## src/rtl/counter_unit_map.svh

```systemverilog
`ifndef COUNTER_UNIT_MAP_SVH
`define COUNTER_UNIT_MAP_SVH

// register offsets on the plain register port
`define CNT_OFF_CONTROL      4'h0
`define CNT_OFF_LOW         4'h1
`define CNT_OFF_HIGH        4'h2
`define CNT_OFF_STATUS      4'h3

// control field positions
`define CTL_RUN_BIT         0
`define CTL_SRC_BIT         1
`define CTL_SYNC_BIT        2
`define CTL_PRE_LO          4
`define CTL_PRE_HI          5
`define CTL_WIDE_BIT        7
`define CTL_WRITE_MASK      8'hB7
`define CTL_RESET           8'h00

// internal count clock is the core clock divided by four
`define INT_DIV             2'h3

`endif

```

## src/rtl/counter_unit_pkg.sv

```systemverilog
package counter_unit_pkg;

    // one register port request
    typedef struct packed {
        logic [3:0] addr;
        logic [7:0] wdata;
        logic       wr;
        logic       rd;
    } reg_req_s;

endpackage : counter_unit_pkg

```

## src/rtl/counter_unit.sv

```systemverilog
// The placing of the registers and the plain strobed port were decided locally.
`timescale 1ns/1ns
// Operation
// - the count is one 16-bit value held as a high byte register and a low byte register.
// - software can read and write both the high byte and the low byte of the count.
// - a rollover from all ones to zero raises an overflow request.
// - software selects the count clock between an internal source and an external input.
// - control bit 0 runs the counter when set and holds the value when clear.
// - control bit 7 set gives one 16-bit access through a buffered high byte, clear gives two byte accesses.
`include "counter_unit_map.svh"

module counter_unit
(
    input  wire logic                      i_sys_clk,
    input  wire logic                      i_resetn,
    input  wire counter_unit_pkg::reg_req_s i_req,
    input  wire logic                      i_external_count_pin,
    input  wire logic                      i_overflow_clear,
    output logic [7:0]                     o_rdata,
    output logic                           o_overflow
);

    ////////////////////////////////////////////////////////////////////////
    // state registers: one flop group per register, each with a _next value
    logic [7:0]  timer_control_reg;
    logic [7:0]  count_low_byte_reg;
    logic [7:0]  count_high_byte_reg;
    logic [7:0]  high_buffer_reg;
    logic [7:0]  rdata_reg;
    logic        overflow_reg;
    logic [1:0]  div_reg;
    logic [2:0]  pin_sync_reg;
    logic        pin_prev_reg;
    logic        pin_raw_prev_reg;
    logic [2:0]  pre_cnt_reg;

    // next values, all formed by continuous assignments below
    logic [7:0]  timer_control_next;
    logic [7:0]  count_low_byte_next;
    logic [7:0]  count_high_byte_next;
    logic [7:0]  high_buffer_next;
    logic [7:0]  rdata_next;
    logic        overflow_next;
    logic [1:0]  div_next;
    logic [2:0]  pin_sync_next;
    logic        pin_prev_next;
    logic        pin_raw_prev_next;
    logic [2:0]  pre_cnt_next;

    ////////////////////////////////////////////////////////////////////////
    // address decode; unmapped offsets neither store nor answer
    wire wr_ctl  = i_req.wr && (i_req.addr == `CNT_OFF_CONTROL);
    wire wr_low  = i_req.wr && (i_req.addr == `CNT_OFF_LOW);
    wire wr_high = i_req.wr && (i_req.addr == `CNT_OFF_HIGH);
    wire rd_low  = i_req.rd && (i_req.addr == `CNT_OFF_LOW);

    // control fields
    wire       run     = timer_control_reg[`CTL_RUN_BIT];
    wire       src_ext = timer_control_reg[`CTL_SRC_BIT];
    wire       no_sync = timer_control_reg[`CTL_SYNC_BIT];
    wire       wide    = timer_control_reg[`CTL_WIDE_BIT];
    wire [1:0] pre_sel = timer_control_reg[`CTL_PRE_HI:`CTL_PRE_LO];

    ////////////////////////////////////////////////////////////////////////
    // count clock sources
    // synced edge: a change counts once second and third stages agree, so a
    // runt pulse shorter than one core cycle is filtered with no latency added over the bypass edge
    wire pin_agree = (pin_sync_reg[1] == pin_sync_reg[2]);
    wire sync_edge = pin_sync_reg[1] && pin_sync_reg[2] && !pin_prev_reg;
    // bypass skips the agreement filter only; the pin never reaches logic raw
    wire raw_edge  = pin_sync_reg[2] && !pin_raw_prev_reg;
    wire ext_tick  = no_sync ? raw_edge : sync_edge;

    // internal source: core clock over four, free running divider
    wire int_tick  = (div_reg == `INT_DIV);
    wire src_tick  = src_ext ? ext_tick : int_tick;

    // prescaler 1:1, 1:2, 1:4, 1:8; for 1:8 the shift wraps to zero and the
    // subtraction wraps to seven, which is the wanted top
    wire [2:0] pre_top  = (3'h1 << pre_sel) - 3'h1;
    wire       pre_wrap = (pre_cnt_reg == pre_top);
    wire       tick     = run && src_tick && pre_wrap;

    ////////////////////////////////////////////////////////////////////////
    // count value
    wire [15:0] count_now = {count_high_byte_reg, count_low_byte_reg};
    wire [15:0] count_inc = count_now + 16'h0001;
    wire        rollover  = tick && (count_now == 16'hFFFF);

    // byte access steering
    wire load_high_direct = wr_high && !wide;
    wire load_high_buffer = wr_high && wide;
    wire load_from_buffer = wr_low && wide;
    wire latch_buffer     = rd_low && wide;

    ////////////////////////////////////////////////////////////////////////
    // read mux; the high byte in wide mode answers from the buffer snapshot
    wire [7:0] rd_mux =
        (i_req.addr == `CNT_OFF_CONTROL) ? (timer_control_reg & `CTL_WRITE_MASK) :
        (i_req.addr == `CNT_OFF_LOW)     ? count_low_byte_reg :
        (i_req.addr == `CNT_OFF_HIGH)    ? (wide ? high_buffer_reg : count_high_byte_reg) :
        (i_req.addr == `CNT_OFF_STATUS)  ? {7'h00, overflow_reg} : 8'h00;

    ////////////////////////////////////////////////////////////////////////
    // next values
    // control: reserved bits 6 and 3 never store a one
    assign timer_control_next = wr_ctl ? (i_req.wdata & `CTL_WRITE_MASK) : timer_control_reg;

    // low byte: a software write wins and the tick of that cycle is lost
    assign count_low_byte_next =
        wr_low ? i_req.wdata :
        tick   ? count_inc[7:0] :
                 count_low_byte_reg;

    // high byte: direct write, buffer copy on a wide low write, or the carry
    assign count_high_byte_next =
        load_high_direct   ? i_req.wdata :
        load_from_buffer   ? high_buffer_reg :
        (tick && !wr_low)  ? count_inc[15:8] :
                             count_high_byte_reg;

    // buffer: takes a wide high write, or snapshots high on a wide low read
    assign high_buffer_next =
        load_high_buffer ? i_req.wdata :
        latch_buffer     ? count_high_byte_reg :
                           high_buffer_reg;

    // read data stands for one cycle after the strobe, zero otherwise
    assign rdata_next = i_req.rd ? rd_mux : 8'h00;

    // overflow: set wins over clear in the same cycle
    assign overflow_next = rollover         ? 1'b1 :
                           i_overflow_clear ? 1'b0 :
                                              overflow_reg;

    // clock source state
    assign div_next          = div_reg + 2'h1;
    assign pin_sync_next     = {pin_sync_reg[1:0], i_external_count_pin};
    assign pin_prev_next     = pin_agree ? pin_sync_reg[2] : pin_prev_reg;
    assign pin_raw_prev_next = pin_sync_reg[2];

    // prescaler restarts on any control write so a new ratio starts clean
    assign pre_cnt_next =
        wr_ctl              ? 3'h0 :
        (run && src_tick)   ? (pre_wrap ? 3'h0 : pre_cnt_reg + 3'h1) :
                              pre_cnt_reg;

    ////////////////////////////////////////////////////////////////////////
    // control register
    always_ff @(posedge i_sys_clk or negedge i_resetn)
    begin
        if (!i_resetn)
        begin
            timer_control_reg <= `CTL_RESET;
        end
        else
        begin
            timer_control_reg <= timer_control_next;
        end
    end

    ////////////////////////////////////////////////////////////////////////
    // low count byte
    always_ff @(posedge i_sys_clk or negedge i_resetn)
    begin
        if (!i_resetn)
        begin
            count_low_byte_reg <= 8'h00;
        end
        else
        begin
            count_low_byte_reg <= count_low_byte_next;
        end
    end

    ////////////////////////////////////////////////////////////////////////
    // high count byte
    always_ff @(posedge i_sys_clk or negedge i_resetn)
    begin
        if (!i_resetn)
        begin
            count_high_byte_reg <= 8'h00;
        end
        else
        begin
            count_high_byte_reg <= count_high_byte_next;
        end
    end

    ////////////////////////////////////////////////////////////////////////
    // high byte buffer for wide access
    always_ff @(posedge i_sys_clk or negedge i_resetn)
    begin
        if (!i_resetn)
        begin
            high_buffer_reg <= 8'h00;
        end
        else
        begin
            high_buffer_reg <= high_buffer_next;
        end
    end

    ////////////////////////////////////////////////////////////////////////
    // read data
    always_ff @(posedge i_sys_clk or negedge i_resetn)
    begin
        if (!i_resetn)
        begin
            rdata_reg <= 8'h00;
        end
        else
        begin
            rdata_reg <= rdata_next;
        end
    end

    ////////////////////////////////////////////////////////////////////////
    // overflow flag
    always_ff @(posedge i_sys_clk or negedge i_resetn)
    begin
        if (!i_resetn)
        begin
            overflow_reg <= 1'b0;
        end
        else
        begin
            overflow_reg <= overflow_next;
        end
    end

    ////////////////////////////////////////////////////////////////////////
    // internal divider
    always_ff @(posedge i_sys_clk or negedge i_resetn)
    begin
        if (!i_resetn)
        begin
            div_reg <= 2'h0;
        end
        else
        begin
            div_reg <= div_next;
        end
    end

    ////////////////////////////////////////////////////////////////////////
    // pin synchroniser, three stages
    always_ff @(posedge i_sys_clk or negedge i_resetn)
    begin
        if (!i_resetn)
        begin
            pin_sync_reg <= 3'h0;
        end
        else
        begin
            pin_sync_reg <= pin_sync_next;
        end
    end

    ////////////////////////////////////////////////////////////////////////
    // last agreed pin level; reset low matches the idle pin, no false edge
    always_ff @(posedge i_sys_clk or negedge i_resetn)
    begin
        if (!i_resetn)
        begin
            pin_prev_reg <= 1'b0;
        end
        else
        begin
            pin_prev_reg <= pin_prev_next;
        end
    end

    ////////////////////////////////////////////////////////////////////////
    // previous third stage for the bypass edge
    always_ff @(posedge i_sys_clk or negedge i_resetn)
    begin
        if (!i_resetn)
        begin
            pin_raw_prev_reg <= 1'b0;
        end
        else
        begin
            pin_raw_prev_reg <= pin_raw_prev_next;
        end
    end

    ////////////////////////////////////////////////////////////////////////
    // prescaler counter
    always_ff @(posedge i_sys_clk or negedge i_resetn)
    begin
        if (!i_resetn)
        begin
            pre_cnt_reg <= 3'h0;
        end
        else
        begin
            pre_cnt_reg <= pre_cnt_next;
        end
    end

    ////////////////////////////////////////////////////////////////////////
    // outputs straight from flops
    assign o_rdata    = rdata_reg;
    assign o_overflow = overflow_reg;

endmodule : counter_unit

```

## config.mk

```make
export PLATFORM = sky130hd
export DESIGN_NAME = counter_unit
export DESIGN_NICKNAME = d
export VERILOG_FILES = /design/src/rtl/counter_unit_pkg.sv /design/src/rtl/counter_unit.sv
export VERILOG_INCLUDE_DIRS = /design/src /design/src/rtl
export SDC_FILE = /design/constraint.sdc
export NUM_CORES = 1
export LEC_CHECK = 0
export BUFFER_PORTS_ARGS = -buffer_cell sky130_fd_sc_hd__buf_4
export CORE_ASPECT_RATIO = 0.5
export CORE_MARGIN = 1
export CORE_UTILIZATION = 36
export DETAILED_ROUTE_END_ITERATION = 8
export SLEW_MARGIN = 20
export SYNTH_ARGS = -nofsm -noshare
export SYNTH_HDL_FRONTEND = slang
export SYNTH_SLANG_ARGS = --single-unit
```

## constraint.sdc

```tcl
create_clock -name i_sys_clk -period 2.4 [get_ports i_sys_clk]
set_input_delay 0.24 -clock i_sys_clk [delete_from_list [all_inputs] [get_ports i_sys_clk]]
set_output_delay 0.24 -clock i_sys_clk [all_outputs]
set_load 0.02 [all_outputs]
```

==> results_dict.tcl, run 1 <==
set metrics [dict create \
    overflow 0 \
    grt_pass1_wl_um 11300 \
    fin_nets 326 \
    setup_tns_ns 0 \
    hpwl_um 4920 \
    status "complete, no violations" \
    port_buffers 26 \
    syn_area_mm2 0.00266 \
    antenna_left 0 \
    synth_top_cell_area_share 0.461 \
    dr.pass1.iters 5 \
    drive_gt1_frac 0.190 \
    die_w_um 124 \
    hp-class "primary input to flip-flop" \
    yosys-top-cells-count "dfrtp_1 (49), nand2_1 (29), nor2_1 (23)" \
    worst_ep_arrival_time_ns 2.37 \
    power.total_mw 2.72 \
    worstPathMaxFanout 12 \
    yosys_warnings 0 \
    cp.required_ns 2.57 \
    coreArea_mm2 0.00691 \
    ios 27 \
    worstSkewPairLatency_ns 0.29 \
    post-route-period-util 0.920 \
    die-height_um 62.8 \
    reg2reg_to "count_high_byte_reg[7]" \
    max_freq_mhz 453 \
    max_slew_margin 0.538 \
    yosysTopAreaCell "dfrtp_1" \
    path_delay_family "compound AO/OA/AOI/OAI gates" \
    tightest_slew_ns 0.690 \
    start_kind "flip-flop" \
    vias 2320 \
    ff2ff_setup_slack_ns 0.19 \
    yosysMostFrequentCell "dfrtp_1" \
    dieArea_mm2 0.00776 \
    leakagePower_nw 1.35 \
    cp_num_buf_inv 0 \
    min_period_ns 2.21 \
    ys_ff_latch 49 \
    power.density_mw_per_mm2 869 \
    skew_ns 0.00497 \
    hold_viol 0 \
    setup_ws_ns 0.191 \
    critical_path_class "flip-flop to flip-flop" \
    gp_routability_congestion 0.889 \
    cap_violations 0 \
    start_util 0.385 \
    path_cells "or4_1, a21oi_1, a31oi_1, o31a_2, o21ai_0, o31ai_1" \
    synth_edf_count 0 \
    cts.sinks 49 \
    drt_iter0_markers 191 \
    cp-endpoint "count_high_byte_reg[7]" \
    fp-row-count 21 \
    drt-vias-per-instance 5.84 \
    cp_slowest_cell "o31a_2" \
    drv_slew 0 \
    drc 0 \
    clock_path_buffers 2 \
    antenna_found_initial 0 \
    rr_worst_depth 6 \
    path_clk_slew_ns 0.07 \
    synth-seq-area-share 0.461 \
    stdcell_area_mm2 0.00313 \
    cp-end-kind "flip-flop" \
    avgSynthCellArea_um2 9.71 \
    grt.total_usage 0.192 \
    areaGrowthSynthToFinish_pct 17.8 \
    cts_tree "done" \
    r2r_start "timer_control_reg[4]" \
    rsz0062_at_grt "no" \
    synthCells 274 \
    wl_per_cell_um 17.2 \
    placed_cell_area_mm2 0.00297 \
    vdd_drop_max_mv 0.298 \
    wirelength_um 6840 \
    grt_max_degree 50 \
    grt_pass1_vias 2179 \
    cts_buffers 5 \
    cpPeakStageDelay_ns 0.53 \
    yosys-top-cells-area "dfrtp_1 (46%), nand2_1 (4.1%), mux2i_1 (3.8%)" \
    synthArstFlopShare 1.00 \
    cts_setup_buffers 0 \
    synth_flop_cell "dfrtp_1" \
    root_buffer "clkbuf_16" \
    fin_util 0.454 \
    htree_levels 2 \
    synth_cell_types 54 \
    synth_nets 296 \
    cp.depth 6 \
    diodes 0 \
    pre_cts_slack_ns 0.156 \
    crit_start "timer_control_reg[4]" \
    finalSetupViolCount 0 \
]
[worst min path at each step]
| stage | startpoint | to | slack (ns) | depth (start not counted) |
|---|---|---|---|---|
| after global routing | i_external_count_pin | pin_sync_reg[0] | 0.05 | 1 |
| final | i_external_count_pin | pin_sync_reg[0] | 0.05 | 1 |
| after global placement | i_resetn | high_buffer_reg[3] | 0.30 | 1 |
| after CTS | i_external_count_pin | pin_sync_reg[0] | 0.05 | 1 |
| after detailed placement | i_resetn | high_buffer_reg[3] | 0.30 | 1 |
| after floorplan | i_resetn | count_high_byte_reg[0] | -0.06 | 0 |
[stage by stage]
step                hold WS, ns  std cells
finish                   0.0526        397
global route             0.0481        397
global placement          0.301        388
detailed placement        0.303        388
CTS                      0.0543        397
floorplan               -0.0556        274
[power breakdown]
| group | leakage (nW) | switching, mW | internal (mW) |
|---|---|---|---|
| Combinational | 0.665 | 0.345 | 0.343 |
| Clock | 0.0767 | 0.337 | 0.402 |
| Sequential | 0.611 | 0.270 | 1.03 |
[layout make-up]
type | count | area, µm²
clock buffer | 5 | 125
sequential | 49 | 1230
multi-input combinational | 205 | 1340
timing repair buffer | 37 | 280
clock inverter | 3 | 28.8
fill | 669 | 3780
inverter | 6 | 22.5
tap | 92 | 115
[cell families (layout without fill, tap and decap cells)]
group,count (synthesis),count (layout),share of synthesized area
muxes,17,17,0.0715
AOI/OAI and AO/OA,75,75,0.189
buffers and inverters,20,51,0.0372
adders and majority gates,4,4,0.0188
and+or+nand+nor,102,102,0.200
DFF,49,49,0.461
xor gates and xnor gates,7,7,0.0230
[routing by layer]
layer,GRT usage,vias up,wire length [µm]
li1,-,1085,-
met1,0.294,1129,3210
met2,0.281,102,3120
met3,0.0301,4,466
met4,0.0452,0,43
met5,0,-,0
[placed cells by master, fill, tap and decap left out, types with 7 or more instances in the layout]
master / n
buf_4: 36
xnor2_1: 7
a21oi_1: 12
o22ai_1: 12
mux2i_1: 10
nand2_1: 29
o21ai_0: 15
nor2_1: 23
nand3_1: 11
a31oi_1: 9
dfrtp_1: 49
[what timing repair did]
action | in CTS | in global routing
endpoints found under the setup margin | 0 | 3
resized for setup | 0 | 1
hold buffers | 1 | 0
endpoints found under the hold margin | 34 | 0
No activity file was read; power rests on OpenSTA's default activity.
==> run 2, diff against run 1 <==
--- a/config.mk
+++ b/config.mk
@@ -9,9 +9,11 @@
 export BUFFER_PORTS_ARGS = -buffer_cell sky130_fd_sc_hd__buf_4
 export CORE_ASPECT_RATIO = 0.5
 export CORE_MARGIN = 1
-export CORE_UTILIZATION = 36
+export CORE_UTILIZATION = 25
 export DETAILED_ROUTE_END_ITERATION = 8
+export MAX_ROUTING_LAYER = met4
 export SLEW_MARGIN = 20
 export SYNTH_ARGS = -nofsm -noshare
 export SYNTH_HDL_FRONTEND = slang
 export SYNTH_SLANG_ARGS = --single-unit
+export TNS_END_PERCENT = 20
==> run 2 against run 1 <==
  * The flow now finishes with violations (design-rule violations, negative hold slack)
  * Register-to-register slack better by 0.02 ns
  * Non-clock buffer count increased by 2
  * Via count shrank 2.4%
  * Final cell count is 13% higher
  * Critical path depth did not move
  * Utilization down 14 points
  * First-iteration DRC count fell by 9.4%
  * Count of clock-buffer cells in the layout rose by 1
==> results_dict.tcl, run 2 (synthesis gave the netlist of run 1 again) <==
set metrics [dict create \
    die-height_um 74.9 \
    wl_per_cell_um 15.2 \
    cp-endpoint "count_high_byte_reg[0]" \
    vias 2264 \
    worstSkewPairLatency_ns 0.29 \
    skew_ns 0.00881 \
    r2r_start "timer_control_reg[4]" \
    htree_levels 2 \
    hpwl_um 4970 \
    root_buffer "clkbuf_16" \
    multi_input_area_mm2 0.00134 \
    tightest_slew_ns 0.628 \
    setup_tns_ns 0 \
    die_w_um 148 \
    drive_gt1_frac 0.192 \
    overflow 0 \
    grt_most_used_layer "met2" \
    power.density_mw_per_mm2 859 \
    vdd_drop_max_mv 0.345 \
    dr.pass1.iters 6 \
    cts_tree "done" \
    mostFrequentLayoutCell "dfrtp_1" \
    power.total_mw 2.76 \
    wirelength_um 6800 \
    drt_iter0_markers 173 \
    drc 1 \
    gp_routability_congestion 0.852 \
    areaGrowthSynthToFinish_pct 21.0 \
    grt.total_usage 0.132 \
    rr_worst_depth 6 \
    path_clk_slew_ns 0.07 \
    status "finished, violations left" \
    cts_setup_buffers 0 \
    grt_max_degree 50 \
    use_met3 0.0212 \
    dieArea_mm2 0.0111 \
    start_kind "flip-flop" \
    min_period_ns 2.19 \
    hold_buffers 0 \
    max_slew_margin 0.581 \
    ios 27 \
    cap_violations 0 \
    post-route-period-util 0.911 \
    rsz0062_at_grt "no" \
    worstPathMaxFanout 12 \
    fp-row-count 26 \
    start_util 0.259 \
    port_buffers 26 \
    ff2ff_setup_slack_ns 0.21 \
    fin_nets 328 \
    cp-end-kind "flip-flop" \
    clock_path_buffers 2 \
    layout_common_cells "dfrtp_1 (49), buf_4 (39), nand2_1 (29)" \
    max_freq_mhz 457 \
    fin_util 0.313 \
    holdWs_ns -0.0275 \
    coreArea_mm2 0.0103 \
    critical_path_class "flip-flop to flip-flop" \
    grt_pass1_vias 2064 \
    drv_slew 0 \
    cts_buffers 5 \
    leakagePower_nw 1.37 \
    antenna_found_initial 0 \
    hp-class "primary input to asynchronous set/reset pin" \
    grtUsageMet1 0.181 \
    cp.required_ns 2.56 \
    final-seq-area_mm2 0.00123 \
    reg2reg_to "count_high_byte_reg[0]" \
    violations "design-rule violations, negative hold slack" \
    hold_viol 46 \
    crit_start "timer_control_reg[4]" \
    grt_pass1_wl_um 11000 \
    final.fill_count 1087 \
    cts-resized-gates 0 \
    drt-vias-per-instance 5.06 \
    antenna_left 0 \
    grt_use_met2 0.203 \
    diodes 0 \
    cts.sinks 49 \
    worst_ep_arrival_time_ns 2.34 \
    finalSetupViolCount 0 \
]
## run 2: layout make-up
cell class              instances  area share
multi-input cells             205       0.415
flip-flops and latches         49       0.381
repair buffers                 39      0.0909
well taps                     140      0.0544
clock buffers                   6      0.0400
clock inverters                 2      0.0120
inverters                       6     0.00700
## run 2: critical path, stage by stage, from the launching register on
cell and delay, ns:
dfrtp_1 0.42, or4_1 0.53, a21oi_1 0.17, a31oi_1 0.11
o31a_1 0.50, o21ai_0 0.22, o21ai_0 0.11
## run 2: how the worst min path moves through the flow
stage                     startpoint                endpoint  slack (ns)  depth (start not counted)
after CTS                   i_resetn              o_rdata[4]       0.003                          1
after global placement      i_resetn      high_buffer_reg[7]        0.30                          1
after detailed placement    i_resetn      high_buffer_reg[7]        0.31                          1
after global routing        i_resetn              o_overflow        0.03                          1
final                       i_resetn              o_rdata[0]       -0.03                          1
after floorplan             i_resetn  count_high_byte_reg[0]       -0.06                          0
## run 2: through the flow
step,setup slack [ns],hold WS (ns),instances,area [µm²]
final,0.214,-0.0275,447,3220
after global routing,0.0180,0.0306,447,3220
after CTS,0.226,0.00311,447,3220
after detailed placement,0.248,0.310,439,3050
after global placement,0.252,0.301,439,3050
after floorplan,0.302,-0.0556,274,2660
## run 2: metal layers
metal	vias up	share of wire
met3	11	0.051
li1	1093	-
met5	-	0
met4	0	0.017
met1	1081	0.50
met2	79	0.44
## run 2: power breakdown
group / internal (mW) / leakage (nW) / switching (mW) / total [mW]
Sequential: 1.03 / 0.611 / 0.246 / 1.27
Combinational: 0.345 / 0.674 / 0.351 / 0.696
Clock: 0.494 / 0.0810 / 0.300 / 0.794
Total: 1.87 / 1.37 / 0.897 / 2.76
